[config.mk]
export PLATFORM = sky130hd
export DESIGN_NAME = spcfg_top
export DESIGN_NICKNAME = d
export VERILOG_FILES = /design/src/inc/spcfg_pkg.sv /design/src/hdl/spcfg_status_mux.sv /design/src/hdl/spcfg_top.sv
export SDC_FILE = /design/constraint.sdc
export NUM_CORES = 1
export LEC_CHECK = 0
export ABC_AREA = 1
export BUFFER_PORTS_ARGS = -buffer_cell sky130_fd_sc_hd__buf_4
export CAP_MARGIN = 0
export CORE_ASPECT_RATIO = 1.4
export CORE_UTILIZATION = 42
export DETAILED_ROUTE_END_ITERATION = 8
export GPL_ROUTABILITY_DRIVEN = 0
export HOLD_SLACK_MARGIN = 0.1
export PLACE_DENSITY = 0.68
export REMOVE_ABC_BUFFERS = 1
export SYNTH_ARGS = -nofsm -noshare
export SYNTH_HDL_FRONTEND = slang
export SYNTH_HIERARCHICAL = 1
export SYNTH_SLANG_ARGS = --single-unit
[constraint.sdc]
create_clock -name clock -period 3.6 [get_ports clock]
set_input_delay 0 -clock clock [delete_from_list [all_inputs] [get_ports clock]]
set_output_delay 0 -clock clock [all_outputs]
set_load 0.02 [all_outputs]
[src/inc/spcfg_pkg.sv]
// Package for the status pin and pad configuration block
// Assumes a register write/read port from the serial processor port decoder
package spcfg_pkg;
  // ***************************************************************
  // Register identifiers
  // ***************************************************************
  localparam logic [0:0] REG_PAD_MISC   = 1'h0;
  localparam logic [0:0] REG_STATUS_PIN = 1'h1;

  // ***************************************************************
  // Field positions and reset values
  // ***************************************************************
  localparam int STARTUP_HI = 7;
  localparam int STARTUP_LO = 6;
  localparam int PP_HI      = 5;
  localparam int PP_LO      = 4;
  localparam int OD_HI      = 3;
  localparam int OD_LO      = 2;
  localparam int DATA_PU    = 1;
  localparam int CLK_PU     = 0;
  localparam int SP_OD      = 12;
  localparam int SP_HIZ     = 11;
  localparam int SP_PD      = 10;
  localparam int SP_PU      = 9;
  localparam int SP_POL     = 8;
  localparam int SEL_HI     = 4;
  localparam int SEL_LO     = 0;
  localparam logic [7:0]  PAD_MISC_RST   = 8'h2f;
  localparam logic [15:0] STATUS_PIN_RST = 16'h0200;
  localparam logic [7:0]  PAD_MISC_WMASK   = 8'hff;
  localparam logic [15:0] STATUS_PIN_WMASK = 16'h1f1f;

  // ***************************************************************
  // Encodings
  // ***************************************************************
  localparam logic [1:0] HOLD_UNTIL_LOCK = 2'h0;
  localparam logic [1:0] HOLD_NONE       = 2'h2;
  localparam logic [4:0] SEL_PLL_LOCK  = 5'h00;
  localparam logic [4:0] SEL_REF0_LOS  = 5'h02;
  localparam logic [4:0] SEL_XTAL_LOS  = 5'h04;
  localparam logic [4:0] SEL_REF0_ACT  = 5'h05;
  localparam logic [4:0] SEL_REF0_INV  = 5'h07;
  localparam logic [4:0] SEL_DEV_INT   = 5'h09;
  localparam logic [4:0] SEL_READY     = 5'h0a;
  localparam logic [4:0] SEL_LOW       = 5'h1d;
  localparam logic [4:0] SEL_HIGH      = 5'h1e;
  localparam logic [4:0] SEL_NOPOL     = 5'h1f;

  typedef struct packed {
    logic       pll_lock;
    logic       ref0_loss_monitor;
    logic       xtal_loss_monitor;
    logic       ref0_activity_monitor;
    logic       ref0_invalid;
    logic       device_int;
    logic       ready;
  } spcfg_status_s;

  typedef struct packed {
    logic       out_en;
    logic       in_b;
    logic       pullup_en;
    logic       pulldown_en;
    logic [1:0] strength;
  } spcfg_pad_s;

  typedef enum logic [1:0] {
    SPCFG_HOLD = 2'b00,
    SPCFG_RUN  = 2'b01
  } spcfg_state_e;
endpackage

[src/hdl/spcfg_status_mux.sv]
// Status source selector with polarity for the status pin
// Assumes status inputs already synchronous to clock
`timescale 1ns/10ps
module spcfg_status_mux
  import spcfg_pkg::*;
(
  input  wire logic [4:0]    sel,
  input  wire logic          pol,
  input  wire spcfg_status_s sts,
  output logic               value
);
  logic raw;

  always_comb begin
    unique case (sel)
      SEL_PLL_LOCK: raw = sts.pll_lock;
      SEL_REF0_LOS: raw = sts.ref0_loss_monitor;
      SEL_XTAL_LOS: raw = sts.xtal_loss_monitor;
      SEL_REF0_ACT: raw = sts.ref0_activity_monitor;
      SEL_REF0_INV: raw = sts.ref0_invalid;
      SEL_DEV_INT:  raw = sts.device_int;
      SEL_READY:    raw = sts.ready;
      SEL_HIGH:     raw = 1'b1;
      default:      raw = 1'b0;
    endcase
  end

  // Polarity ignored for the top select code
  assign value = (sel == SEL_NOPOL) ? raw : (raw ^ pol);
endmodule

[src/hdl/spcfg_top.sv]
// Status pin and pad configuration: registers, startup hold, pin drive
// Assumes a register port from the serial processor port on the same clock
// Operation
// - Hold field zero keeps clock output drivers disabled until PLL lock.
// - Hold field two never gates drivers on lock; one and three reserved.
// - Push-pull strength, reset two, drives status pin and 3-wire data pin.
// - Open-drain strength, reset three, sets status pin pull-down drive.
// - Data pin pull-up enabled while its bit is one; resets one.
// - Clock pin pull-up enabled while its bit is one; resets one.
// - Open-drain, polarity zero: pin low for value 0, released for 1.
// - Open-drain, polarity one: pin low for value 1, released for 0.
// - Tristate bit one puts status pin in high impedance.
// - Status pin pull-down enabled while its bit is one.
// - Weak status pin pull-up enabled while its bit is one; resets one.
// - Polarity zero passes true value, one inverts it.
// - Polarity ignored when source select is 0x1F.
// - Select routes lock, ref0 loss, xtal loss, ref0 activity, ref0 invalid.
// - Select 0x9 outputs interrupt status ANDed with interrupt enable.
// - Select 0xA outputs ready once startup has completed.
// - Select 0x1D gives low, 0x1E gives high; others reserved.
`timescale 1ns/10ps
module spcfg_top
  import spcfg_pkg::*;
#(
  parameter int INT_W = 8
)(
  input  wire logic               clock,
  input  wire logic               rst_b,
  input  wire logic               clk_en,
  input  wire logic               reg_wr,
  input  wire logic               reg_rd,
  input  wire logic [0:0]         reg_sel,
  input  wire logic [15:0]        reg_wdata,
  output logic [15:0]             reg_rdata,
  input  wire logic               pll_lock_raw,
  input  wire logic               ref0_loss_raw,
  input  wire logic               xtal_loss_raw,
  input  wire logic               ref0_act_raw,
  input  wire logic               ref0_inv_raw,
  input  wire logic [INT_W-1:0]   int_status,
  input  wire logic [INT_W-1:0]   int_enable,
  input  wire logic               startup_done,
  input  wire logic               spi_3wire,
  input  wire logic               data_pin_drive,
  output spcfg_pad_s              status_pad,
  output spcfg_pad_s              data_pad,
  output logic                    clock_pin_pullup_en,
  output logic                    clkout_enable
);
  // ***************************************************************
  // Parameter check
  // ***************************************************************
  if (INT_W < 1) begin : g_bad_int
    $error("INT_W must be at least one");
  end

  // ***************************************************************
  // Synchronisers for analog monitor levels
  // ***************************************************************
  localparam int NSYNC = 5;
  logic [NSYNC-1:0] sync1_ff;
  logic [NSYNC-1:0] sync2_ff;
  wire  [NSYNC-1:0] async_in = {pll_lock_raw, ref0_loss_raw, xtal_loss_raw,
                                ref0_act_raw, ref0_inv_raw};

  // Only sync2 is read by logic outside this synchroniser
  always_ff @(posedge clock or negedge rst_b) begin
    if (!rst_b) begin
      sync1_ff <= '0;
      sync2_ff <= '0;
    end else if (clk_en) begin
      sync1_ff <= async_in;
      sync2_ff <= sync1_ff;
    end
  end

  // ***************************************************************
  // Registers
  // ***************************************************************
  logic [7:0]  pad_misc_config_ff;
  logic [15:0] status_pin_config_ff;
  logic [7:0]  nxt_pad_misc_config;
  logic [15:0] nxt_status_pin_config;

  wire wr_pad = clk_en & reg_wr & (reg_sel == REG_PAD_MISC);
  wire wr_sp  = clk_en & reg_wr & (reg_sel == REG_STATUS_PIN);

  assign nxt_pad_misc_config = wr_pad ? (reg_wdata[7:0] & PAD_MISC_WMASK)
                                      : pad_misc_config_ff;
  // Reserved bits stay zero
  assign nxt_status_pin_config = wr_sp ? (reg_wdata & STATUS_PIN_WMASK)
                                       : status_pin_config_ff;

  always_ff @(posedge clock or negedge rst_b) begin
    if (!rst_b) begin
      pad_misc_config_ff   <= PAD_MISC_RST;
      status_pin_config_ff <= STATUS_PIN_RST;
    end else begin
      pad_misc_config_ff   <= nxt_pad_misc_config;
      status_pin_config_ff <= nxt_status_pin_config;
    end
  end

  // ***************************************************************
  // Field decode
  // ***************************************************************
  wire [1:0] startup_hold            = pad_misc_config_ff[STARTUP_HI:STARTUP_LO];
  wire [1:0] pushpull_strength       = pad_misc_config_ff[PP_HI:PP_LO];
  wire [1:0] opendrain_strength      = pad_misc_config_ff[OD_HI:OD_LO];
  wire       data_pin_pullup_en      = pad_misc_config_ff[DATA_PU];
  wire       status_pin_opendrain_en = status_pin_config_ff[SP_OD];
  wire       status_pin_hiz          = status_pin_config_ff[SP_HIZ];
  wire       status_pin_pulldown_en  = status_pin_config_ff[SP_PD];
  wire       status_pin_pullup_en    = status_pin_config_ff[SP_PU];
  wire       status_pol              = status_pin_config_ff[SP_POL];
  wire [4:0] status_sel              = status_pin_config_ff[SEL_HI:SEL_LO];

  // ***************************************************************
  // Status selection
  // ***************************************************************
  spcfg_status_s sts;
  logic          sel_value;

  assign sts.pll_lock              = sync2_ff[4];
  assign sts.ref0_loss_monitor     = sync2_ff[3];
  assign sts.xtal_loss_monitor     = sync2_ff[2];
  assign sts.ref0_activity_monitor = sync2_ff[1];
  assign sts.ref0_invalid          = sync2_ff[0];
  assign sts.device_int            = |(int_status & int_enable);
  assign sts.ready                 = startup_done;

  spcfg_status_mux u_spcfg_status_mux (
    .sel   (status_sel),
    .pol   (status_pol),
    .sts   (sts),
    .value (sel_value)
  );

  // ***************************************************************
  // Status pin drive, registered
  // ***************************************************************
  logic status_oe_ff;
  logic status_out_ff;
  wire  nxt_status_oe  = status_pin_hiz ? 1'b0 :
                         status_pin_opendrain_en ? ~sel_value : 1'b1;
  wire  nxt_status_out = status_pin_opendrain_en ? 1'b0 : sel_value;

  always_ff @(posedge clock or negedge rst_b) begin
    if (!rst_b) begin
      status_oe_ff  <= 1'b0;
      status_out_ff <= 1'b0;
    end else if (clk_en) begin
      status_oe_ff  <= nxt_status_oe;
      status_out_ff <= nxt_status_out;
    end
  end

  assign status_pad.out_en      = status_oe_ff;
  assign status_pad.in_b        = status_out_ff;
  assign status_pad.pullup_en   = status_pin_pullup_en;
  assign status_pad.pulldown_en = status_pin_pulldown_en;
  // Strength follows the active drive mode
  assign status_pad.strength    = status_pin_opendrain_en ? opendrain_strength
                                                          : pushpull_strength;

  // Data pin only takes push-pull strength in 3-wire SPI
  assign data_pad.out_en      = 1'b0;
  assign data_pad.in_b        = data_pin_drive;
  assign data_pad.pullup_en   = data_pin_pullup_en;
  assign data_pad.pulldown_en = 1'b0;
  assign data_pad.strength    = spi_3wire ? pushpull_strength : 2'h0;
  assign clock_pin_pullup_en  = pad_misc_config_ff[CLK_PU];

  // ***************************************************************
  // Startup output hold
  // ***************************************************************
  spcfg_state_e state_ff;
  spcfg_state_e nxt_state;

  always_comb begin
    nxt_state = state_ff;
    unique case (state_ff)
      SPCFG_HOLD: if (startup_hold != HOLD_UNTIL_LOCK || sts.pll_lock) begin
        nxt_state = SPCFG_RUN;
      end
      SPCFG_RUN:  nxt_state = SPCFG_RUN;
      default:    nxt_state = SPCFG_HOLD;
    endcase
  end

  always_ff @(posedge clock or negedge rst_b) begin
    if (!rst_b) begin
      state_ff <= SPCFG_HOLD;
    end else if (clk_en) begin
      state_ff <= nxt_state;
    end
  end

  // Hold only during startup; once running, later lock loss does not gate
  assign clkout_enable = (state_ff == SPCFG_RUN);

  // ***************************************************************
  // Read data, registered
  // ***************************************************************
  logic [15:0] rdata_ff;
  wire  [15:0] rd_mux = (reg_sel == REG_PAD_MISC) ? {8'h00, pad_misc_config_ff}
                                                  : status_pin_config_ff;

  always_ff @(posedge clock or negedge rst_b) begin
    if (!rst_b) begin
      rdata_ff <= 16'h0000;
    end else if (clk_en && reg_rd) begin
      rdata_ff <= rd_mux;
    end
  end

  assign reg_rdata = rdata_ff;

  // ***************************************************************
  // Assertions
  // ***************************************************************
  property p_hold_until_lock;
    @(posedge clock) disable iff (!rst_b)
      (state_ff == SPCFG_HOLD && startup_hold == HOLD_UNTIL_LOCK && !sts.pll_lock)
      |=> !clkout_enable;
  endproperty
  a_hold_until_lock: assert property (p_hold_until_lock)
    else $error("Clock outputs enabled before lock");

  property p_no_hold;
    @(posedge clock) disable iff (!rst_b)
      (clk_en && startup_hold == HOLD_NONE) |=> clkout_enable;
  endproperty
  a_no_hold: assert property (p_no_hold)
    else $error("Clock outputs held with hold disabled");

  property p_od_strength;
    @(posedge clock) disable iff (!rst_b)
      status_pin_opendrain_en |-> status_pad.strength == opendrain_strength;
  endproperty
  a_od_strength: assert property (p_od_strength)
    else $error("Open-drain strength not applied");

  property p_pp_strength;
    @(posedge clock) disable iff (!rst_b)
      (!status_pin_opendrain_en && spi_3wire)
      |-> (status_pad.strength == pushpull_strength && data_pad.strength == pushpull_strength);
  endproperty
  a_pp_strength: assert property (p_pp_strength)
    else $error("Push-pull strength not applied");

  property p_hiz;
    @(posedge clock) disable iff (!rst_b)
      (clk_en && status_pin_hiz) |=> !status_pad.out_en;
  endproperty
  a_hiz: assert property (p_hiz)
    else $error("Status pin driven while tristated");

  property p_od_pol0;
    @(posedge clock) disable iff (!rst_b)
      (clk_en && !status_pin_hiz && status_pin_opendrain_en && !status_pol
       && status_sel == SEL_LOW)
      |=> (status_pad.out_en && !status_pad.in_b);
  endproperty
  a_od_pol0: assert property (p_od_pol0)
    else $error("Open-drain pin not pulled low for value zero");

  property p_od_pol1;
    @(posedge clock) disable iff (!rst_b)
      (clk_en && status_pin_opendrain_en && status_pol && status_sel == SEL_LOW)
      |=> !status_pad.out_en;
  endproperty
  a_od_pol1: assert property (p_od_pol1)
    else $error("Open-drain pin not released under inversion");

  property p_pp_high;
    @(posedge clock) disable iff (!rst_b)
      (clk_en && !status_pin_hiz && !status_pin_opendrain_en && status_sel == SEL_HIGH
       && !status_pol) |=> (status_pad.out_en && status_pad.in_b);
  endproperty
  a_pp_high: assert property (p_pp_high)
    else $error("Constant high not driven");

  property p_nopol;
    @(posedge clock) disable iff (!rst_b)
      (status_sel == SEL_NOPOL) |-> !sel_value;
  endproperty
  a_nopol: assert property (p_nopol)
    else $error("Polarity applied on select 0x1F");

  property p_int;
    @(posedge clock) disable iff (!rst_b)
      (status_sel == SEL_DEV_INT && !status_pol)
      |-> sel_value == |(int_status & int_enable);
  endproperty
  a_int: assert property (p_int)
    else $error("Interrupt source mismatch");

  // Checked against the written data, not the register, so a broken write path shows
  property p_data_pullup;
    @(posedge clock) disable iff (!rst_b)
      wr_pad |=> (data_pad.pullup_en == $past(reg_wdata[DATA_PU]));
  endproperty
  a_data_pullup: assert property (p_data_pullup)
    else $error("Data pin pull-up does not follow its bit");

  property p_clock_pullup;
    @(posedge clock) disable iff (!rst_b)
      wr_pad |=> (clock_pin_pullup_en == $past(reg_wdata[CLK_PU]));
  endproperty
  a_clock_pullup: assert property (p_clock_pullup)
    else $error("Clock pin pull-up does not follow its bit");

  property p_pullups;
    @(posedge clock) disable iff (!rst_b)
      wr_sp |=> ((status_pad.pullup_en == $past(reg_wdata[SP_PU]))
                 && (status_pad.pulldown_en == $past(reg_wdata[SP_PD])));
  endproperty
  a_pullups: assert property (p_pullups)
    else $error("Pull resistor enable mismatch");

  property p_ready;
    @(posedge clock) disable iff (!rst_b)
      (status_sel == SEL_READY && !status_pol) |-> (sel_value == startup_done);
  endproperty
  a_ready: assert property (p_ready)
    else $error("Ready source mismatch");

  property p_pol_inv;
    @(posedge clock) disable iff (!rst_b)
      (status_sel == SEL_HIGH && status_pol) |-> !sel_value;
  endproperty
  a_pol_inv: assert property (p_pol_inv)
    else $error("Polarity not applied");

  // Enable low must freeze pin, state, read data and the status pin register alike
  property p_freeze;
    @(posedge clock) disable iff (!rst_b)
      !clk_en |=> ($stable(state_ff) && $stable(status_oe_ff) && $stable(status_out_ff)
                   && $stable(rdata_ff) && $stable(status_pin_config_ff));
  endproperty
  a_freeze: assert property (p_freeze)
    else $error("State moved with clock enable low");

  c_lock_release: cover property (@(posedge clock) disable iff (!rst_b)
    state_ff == SPCFG_HOLD ##1 state_ff == SPCFG_RUN);
  c_od_release: cover property (@(posedge clock) disable iff (!rst_b)
    status_pin_opendrain_en && !status_pad.out_en);
  c_hiz: cover property (@(posedge clock) disable iff (!rst_b) status_pin_hiz);
  c_ready: cover property (@(posedge clock) disable iff (!rst_b)
    status_sel == SEL_READY && sel_value);
  c_od_low: cover property (@(posedge clock) disable iff (!rst_b)
    status_pin_opendrain_en && status_pad.out_en && !status_pad.in_b);
endmodule

# After elaboration in Yosys (flattened, before gate mapping)
# Index checks and enable logic that the tools add are counted.
dict set report word_totals {
  register_bits 48
  input_bits 46
  elab_cells 42
}
dict set report classes {
  eq_ne 10
  mux 10
  bitwise_logic 7
  n_reduce_logical 7
}
# cell n
set op_table {}
lappend op_table {{equality test 5 x 3 -> 1 bit (second input constant)} 3}
lappend op_table {{two-way mux 13 bit} 1}
lappend op_table {{equality test 5 x 4 -> 1 bit (second input constant)} 2}
lappend op_table {{equality test 5 bit (second input constant)} 2}
lappend op_table {{AND 8 bit} 1}
lappend op_table {{one-hot mux 1 bit (8 select lines)} 1}
lappend op_table {{OR reduction 8 bit} 1}
lappend op_table {{two-way mux 2 bit} 3}
lappend op_table {{equality test 5 x 2 -> 1 bit (second input constant)} 1}
lappend op_table {{logical NOT 5 bit} 1}
lappend op_table {{two-way mux 1 bit} 4}
lappend op_table {{one-hot mux 2 bit (2 select lines)} 1}
lappend op_table {{AND 1 bit} 3}
lappend op_table {{equality test 2 x 1 -> 1 bit (second input constant)} 1}
lappend op_table {{logical NOT 2 bit} 1}
lappend op_table {{inequality test 2 bit (second input constant)} 1}
lappend op_table {{NOT 1 bit} 2}
lappend op_table {{AND reduction 2 bit} 1}
lappend op_table {{nonzero test 2 bit} 1}
lappend op_table {{logical AND 1 bit} 1}
lappend op_table {{logical OR 1 bit} 1}
lappend op_table {{XOR 1 bit} 1}

# Depth between registers and ports, before layout
# Gate-level depths: netlist (run 1).
dict set report logic_depth {
  depth_word 8
  ltp_mapped 13
  depth_no_buf 13
}

# Cells and area by module
# Netlist (run 1), hierarchy kept.
# module n_inst cells_each area_each_um2
set modules_own_cells {}
lappend modules_own_cells {spcfg_top 1 244 2119.5}
lappend modules_own_cells {spcfg_status_mux 1 33 157.7}

# Least setup slack after synthesis (run 1)
# Ideal clock, no wire load.
dict set report synth_path {
  path_kind {register -> register}
  startpoint {reg status_pin_config_ff[4]}
  endpoint {reg status_oe_ff}
  setup_time_ns 0.126
  arrival_ns 1.136
  t_required_ns 3.474
  setup_slack_ns 2.338
  stages_incl_launch_ff 8
  period_less_slack_ns 1.262
  cell_sequence {dfrtp_1 or2_2 nand3_2 nand4_1 nand2_1 nand2_1 nand3b_1 o21ai_0}
}
dict set report synth_via {
  elab_chain_cells 7
  elab_cells_between_ends 15
  classes_between {8 x eq/ne; 4 x mux; 2 x bitwise; 1 x reduce/logical}
}
# element line_no
set synth_lines {}
lappend synth_lines {{from (decl)} spcfg_top.sv:81} ;# logic [15:0] status_pin_config_ff;
lappend synth_lines {{from (signal assigned)} spcfg_top.sv:100} ;# status_pin_config_ff <= nxt_status_pin_config;
lappend synth_lines {{equality test 5 bit (tied with other cells)} spcfg_status_mux.sv:15} ;# unique case (sel)
lappend synth_lines {{one-hot mux 1 bit (8 select lines)} spcfg_status_mux.sv:15}
lappend synth_lines {{XOR 1 bit} spcfg_status_mux.sv:29} ;# assign value = (sel == SEL_NOPOL) ? raw : (raw ^ pol);
lappend synth_lines {{two-way mux 1 bit (*)} spcfg_status_mux.sv:29}
lappend synth_lines {{named net sel_value} spcfg_top.sv:122} ;# logic sel_value;
lappend synth_lines {{NOT 1 bit (*)} spcfg_top.sv:145} ;# status_pin_opendrain_en ? ~sel_value : 1'b1;
lappend synth_lines {{two-way mux 1 bit (*)} spcfg_top.sv:145}
lappend synth_lines {{two-way mux 1 bit (*)} spcfg_top.sv:144} ;# wire nxt_status_oe = status_pin_hiz ? 1'b0 :
lappend synth_lines {{to (signal assigned)} spcfg_top.sv:153} ;# status_oe_ff <= nxt_status_oe;
lappend synth_lines {{to (decl)} spcfg_top.sv:142} ;# logic status_oe_ff;
# Mark *: on every way through the listed nets, which the timed path passes. The rest lies on a longest branch.
# A chain may end at the register's enable or synchronous reset.

# Final worst setup path (run 1)
dict set report layout_path {
  startpoint {in reg_sel}
  endpoint {reg pad_misc_config_ff[6]}
}
dict set report layout_via {
  elab_chain_cells 2
}
# element line_no
set layout_lines {}
lappend layout_lines {{from (decl)} spcfg_top.sv:32} ;# input wire logic [0:0] reg_sel,
lappend layout_lines {{NOT 1 bit} n/a}
lappend layout_lines {{AND 1 bit} spcfg_top.sv:85} ;# wire wr_pad = clk_en & reg_wr & (reg_sel == REG_PAD_MISC);
lappend layout_lines {{to (signal assigned)} spcfg_top.sv:99} ;# pad_misc_config_ff <= nxt_pad_misc_config;
lappend layout_lines {{to (decl)} spcfg_top.sv:80} ;# logic [7:0] pad_misc_config_ff;
# Every way passes these cells.

==> results of run 1 <==
-- repair_timing --
| action | CTS | global route |
|---|---|---|
| hold buffers | 29 | 0 |
| setup buffers | 0 | 0 |
| hold endpoints to repair | 74 | 0 |
-- worst max-delay path, cell delays in order --
cell and delay (ns):
dlygate4sd3_1 0.54, buf_4 0.19, inv_2 0.24, nand4_1 0.12, dlygate4sd3_1 0.60, nand2_1 0.09
-- cell families (layout without fill, tap and decap cells) --
group | count (synthesis) | count (layout) | share of synthesized area
DFF | 44 | 44 | 0.487
buffers and inverters | 50 | 130 | 0.129
AOI/OAI and AO/OA | 30 | 30 | 0.0940
other | 1 | 5 | 0.00165
and+or+nand+nor | 152 | 152 | 0.288
-- synth_stat cells --
cell,number,area share
nand3_4,1,0.0077
nand4_1,10,0.027
nor2_1,13,0.021
buf_2,1,0.0022
nor3_1,1,0.0022
o21ai_2,17,0.065
nand3_1,6,0.013
nand3b_1,1,0.0033
a21oi_1,4,0.0088
buf_6,7,0.035
dfstp_2,6,0.069
or2_2,1,0.0027
nand2_1,113,0.19
nand2_4,1,0.0049
inv_2,2,0.0033
inv_1,26,0.043
nor3b_1,1,0.0033
nand2_2,1,0.0027
o21ai_1,1,0.0022
nand3_2,3,0.013
dfrtp_1,38,0.42
o21ai_0,8,0.018
conb_1,1,0.0016
buf_4,14,0.046
-- where the power goes --
group	switching (mW)	total [mW]	internal, mW
clock	0.165	0.409	0.245
combinational	0.196	0.360	0.164
sequential	0.0603	0.632	0.572
-- metrics by stage --
step / setup slack [ns] / total power [mW] / instance area, um^2 / hold slack, ns
global placement: 2.19 / 0.973 / 2670 / 0.000137
global route: 1.94 / 1.48 / 3090 / 0.146
floorplan: 2.34 / 0.823 / 2100 / -0.296
detailed placement: 2.18 / 0.980 / 2670 / 0.000137
finish: 2.05 / 1.40 / 3090 / 0.125
CTS: 2.12 / 1.42 / 3090 / 0.126
-- layout make-up --
type,count,share of cell area
flip-flops and latches,44,0.359
multi-input cells,187,0.288
well taps,66,0.0267
clock inverters,1,0.00972
clock buffers,7,0.0312
inverters,28,0.0340
repair buffers,94,0.252
-- path summary, 6_finish.rpt --
kind | to | from
worst max-delay path | pad_misc_config_ff[6] | reg_sel
worst min-delay path | reg_rdata[2] | reg_rd
worst max register to register | status_oe_ff | status_pin_config_ff[0]
worst min register to register | state_ff[0] | state_ff[0]
max in group asynchronous | pad_misc_config_ff[3] | rst_b
min in group asynchronous | reg_rdata[9] | rst_b
-- registers in the layout, summed over array words and instances, names as in the netlist --
register	flops
status_pin_config_ff	10
status_oe_ff	1
sync1_ff	5
reg_rdata	13
sync2_ff	5
pad_misc_config_ff	8
state_ff	1
status_out_ff	1
-- layer usage --
layer | wire length, um | part of all wire | GRT usage
met2 | 2560 | 0.53 | 0.335
met1 | 2050 | 0.42 | 0.201
met5 | 0 | 0 | 0
met4 | 68 | 0.014 | 0.0808
met3 | 170 | 0.035 | 0.0357
==> flow_metrics.tcl, run 1 <==
set metrics [dict create \
    reg2reg_depth 12 \
    grt_usage 0.181 \
    seq_area_um2 1110 \
    grt_first_pass_wirelength_mm 8.07 \
    wirelength_mm 4.85 \
    root_buffer "clkbuf_8" \
    hold_viol 0 \
    final_common_cell "nand2_1" \
    cts.sinks 44 \
    ctsResizeCount 0 \
    layout_common_cells "nand2_1 (113), buf_4 (65), dfrtp_1 (38)" \
    worst_pin_slew_ns 0.552 \
    clock_latency_ns 0.30 \
    seq_area_frac_synth 0.487 \
    dieArea_um2 5720 \
    fin_worst_skew_ns 0.00872 \
    critPathArrivalTime_ns 1.78 \
    core_area_um2 5200 \
    viasPerCell 4.62 \
    rsz0062_at_grt "no" \
    io_pins 76 \
    stdcell_count 427 \
    insertedDiodeCount 0 \
    drtIter0Drc 85 \
    antenna_found_initial 0 \
    grt_pass1_vias 1873 \
    min_period_ns 1.55 \
    crit_fanout 17 \
    p_leak_nw 1.63 \
    critPathKind "primary input to register" \
    die_w_um 64.2 \
    synth_cells 277 \
    rows 31 \
    synth-seq-cells 44 \
    portBuffers 65 \
    synth_area_um2 2280 \
    setup_viol 0 \
    nets 406 \
    hpwl_mm 3.16 \
    fill_cells 503 \
    critPathLaunchType "primary input" \
    dieHeight_um 89.1 \
    place_inst 390 \
    ctsLongestPathBuffers 2 \
    crit_path_end_kind "register" \
    r2r_slack_ns 2.17 \
    status "completed" \
    hold_path_class "primary input to register" \
    max_cap_violations 0 \
    drc 0 \
    final_util 0.595 \
    avgSynthCellArea_um2 8.22 \
    fmax_mhz 647 \
    tns_ns 0 \
    p_per_area_nw_per_um2 453 \
    start_util 0.438 \
    grt_max_degree 45 \
    grt_overflow_total 0 \
    drive_above_1_share 0.291 \
    holdPathStages 4 \
    crit_required_ns 3.83 \
    cts_tree "yes" \
    ant_nets 0 \
    multi_input_area_um2 890 \
    ys_types 24 \
    area_growth_pct 35.7 \
    cts_buffers 5 \
    yosysWarningCount 6 \
    relSlewSlack 0.632 \
    cts_max_level 2 \
    avgRoutedWirePerCell_um 11.4 \
    irDropWorstVdd_mv 0.195 \
    drv_slew 0 \
    fin_crit_sh 0.429 \
    vias 1971 \
    dr.pass1.iters 4 \
    path_clk_slew_ns 0.08 \
]
Power figures use the tool's default switching activity.
==> run 2, diff against run 1 <==
clock period = 1.6 ns   (was 3.6 ns; I/O delays follow)
==> run 2 against run 1 <==
Compared with the run above: via count is 1.6% lower; routed wire length fell by 1.7%; core utilization barely moved; final cell count did not move; clock skew decreased by 0.0064 ns; non-clock buffer count did not move; clock power increased by 130%; global-route usage increased by 0.25 points; highest routed layer unchanged.
==> flow_metrics.tcl, run 2 (same netlist as run 1, synthesis figures left out) <==
set metrics [dict create \
    die_w_um 64.2 \
    relSlewSlack 0.638 \
    stdcell_count 427 \
    start_util 0.438 \
    viasPerCell 4.54 \
    crit_end "pad_misc_config_ff[0]" \
    power.net_switching_uw 949 \
    place_inst 391 \
    cts.sinks 44 \
    grt_overflow_total 0 \
    p_per_area_nw_per_um2 1020 \
    power_mw 3.16 \
    ctsLongestPathBuffers 2 \
    insertedDiodeCount 0 \
    r2r-end "status_oe_ff" \
    drive_above_1_share 0.294 \
    worst_pin_slew_ns 0.543 \
    whs_ns 0.137 \
    grt_pass1_vias 1816 \
    swShare 0.301 \
    fin_worst_skew_ns 0.00230 \
    drtIter0Drc 88 \
    grt_usage 0.183 \
    setup_viol 0 \
    fmax_mhz 661 \
    hold_path_class "primary input to register" \
    path_clk_slew_ns 0.08 \
    area_growth_pct 35.6 \
    vias 1940 \
    reg2reg_from "status_pin_config_ff[0]" \
    crit_fanout 17 \
    max_cap_violations 0 \
    min_period_ns 1.51 \
    final_common_cell "nand2_1" \
    fin_crit_sh 0.945 \
    ant_nets 0 \
    crit_path_end_kind "register" \
    dr.pass1.iters 4 \
    final_util 0.594 \
    grt_first_pass_wirelength_mm 8.04 \
    tns_ns 0 \
    portBuffers 65 \
    nets 406 \
    antenna_found_initial 0 \
    reg2reg_depth 12 \
    clkPwrFrac 0.293 \
    irDropWorstVdd_mv 0.628 \
    hpwl_mm 3.24 \
    clock_latency_ns 0.30 \
    largest_reg_flops 13 \
    crit_required_ns 1.85 \
    critPathKind "primary input to register" \
    hold_viol 0 \
    critPathArrivalTime_ns 1.76 \
    grt_max_degree 45 \
    status "completed" \
    intPower_mw 2.21 \
    cts_buffers 5 \
    rows 31 \
    wirelength_mm 4.77 \
    cts_tree "yes" \
    drc 0 \
    p_seq_frac 0.450 \
    drv_slew 0 \
    layout_common_cells "nand2_1 (113), buf_4 (66), dfrtp_1 (38)" \
    avgRoutedWirePerCell_um 11.2 \
    p_leak_nw 1.63 \
    io_pins 76 \
    crit_start "reg_sel" \
    rsz0062_at_grt "no" \
    r2r_slack_ns 0.18 \
    p_comb_frac 0.257 \
    cts_max_level 2 \
    dieHeight_um 89.1 \
    core_area_um2 5200 \
    critPathLaunchType "primary input" \
    dieArea_um2 5720 \
    root_buffer "clkbuf_8" \
]
run 2: final cells by class:
type | count | area [um^2]
Clock buffer | 7 | 96.3
Clock inverter | 1 | 30.0
Fill cell | 484 | 2110
Inverter | 28 | 105
Multi-Input combinational cell | 187 | 890
Sequential cell | 44 | 1110
Tap cell | 66 | 82.6
Timing Repair Buffer | 94 | 776
run 2: per-stage QoR:
step | cell area [um^2] | setup slack [ns]
final | 3090 | 0.0873
after global routing | 3090 | 0.0361
after CTS | 3090 | 0.106
after detailed placement | 2680 | 0.214
after global placement | 2680 | 0.251
after floorplan | 2100 | 0.338
run 2: worst min path at each step:
stage	start	to	slack [ns]	cells past startpoint
3_3_place_gp	data_pin_drive	data_pad[4]	0.0001	0
4_1_cts	reg_rd	reg_rdata[4]	0.14	4
6_report	reg_rd	reg_rdata[4]	0.14	4
2_1_floorplan	rst_b	pad_misc_config_ff[4]	-0.30	0
5_1_grt	reg_rd	reg_rdata[5]	0.15	3
3_5_place_dp	data_pin_drive	data_pad[4]	0.0001	0
run 2: layer usage:
layer	GRT usage	wire, um
met1	0.225	2120
met2	0.319	2380
met5	0	0
met4	0.0747	101
met3	0.0344	162
run 2: critical path: stages:
cell and delay, ns:
dlygate4sd3_1 0.54, buf_4 0.19, inv_2 0.24, nand4_1 0.13, dlygate4sd3_1 0.59, nand2_1 0.07
run 2: repair_timing:
action,in CTS,in global routing
buffers inserted,0,0
hold buffers,28,0
endpoints found under the hold margin,76,0
resized for setup,0,0
run 2: power by group through the flow:
stage	Clock [mW]	Combinational (mW)	Sequential (mW)
2_1_floorplan	0	0.347	1.51
3_3_place_gp	0	0.754	1.44
3_5_place_dp	0	0.766	1.44
4_1_cts	0.953	0.819	1.42
5_1_grt	1.00	0.903	1.45
6_report	0.924	0.812	1.42
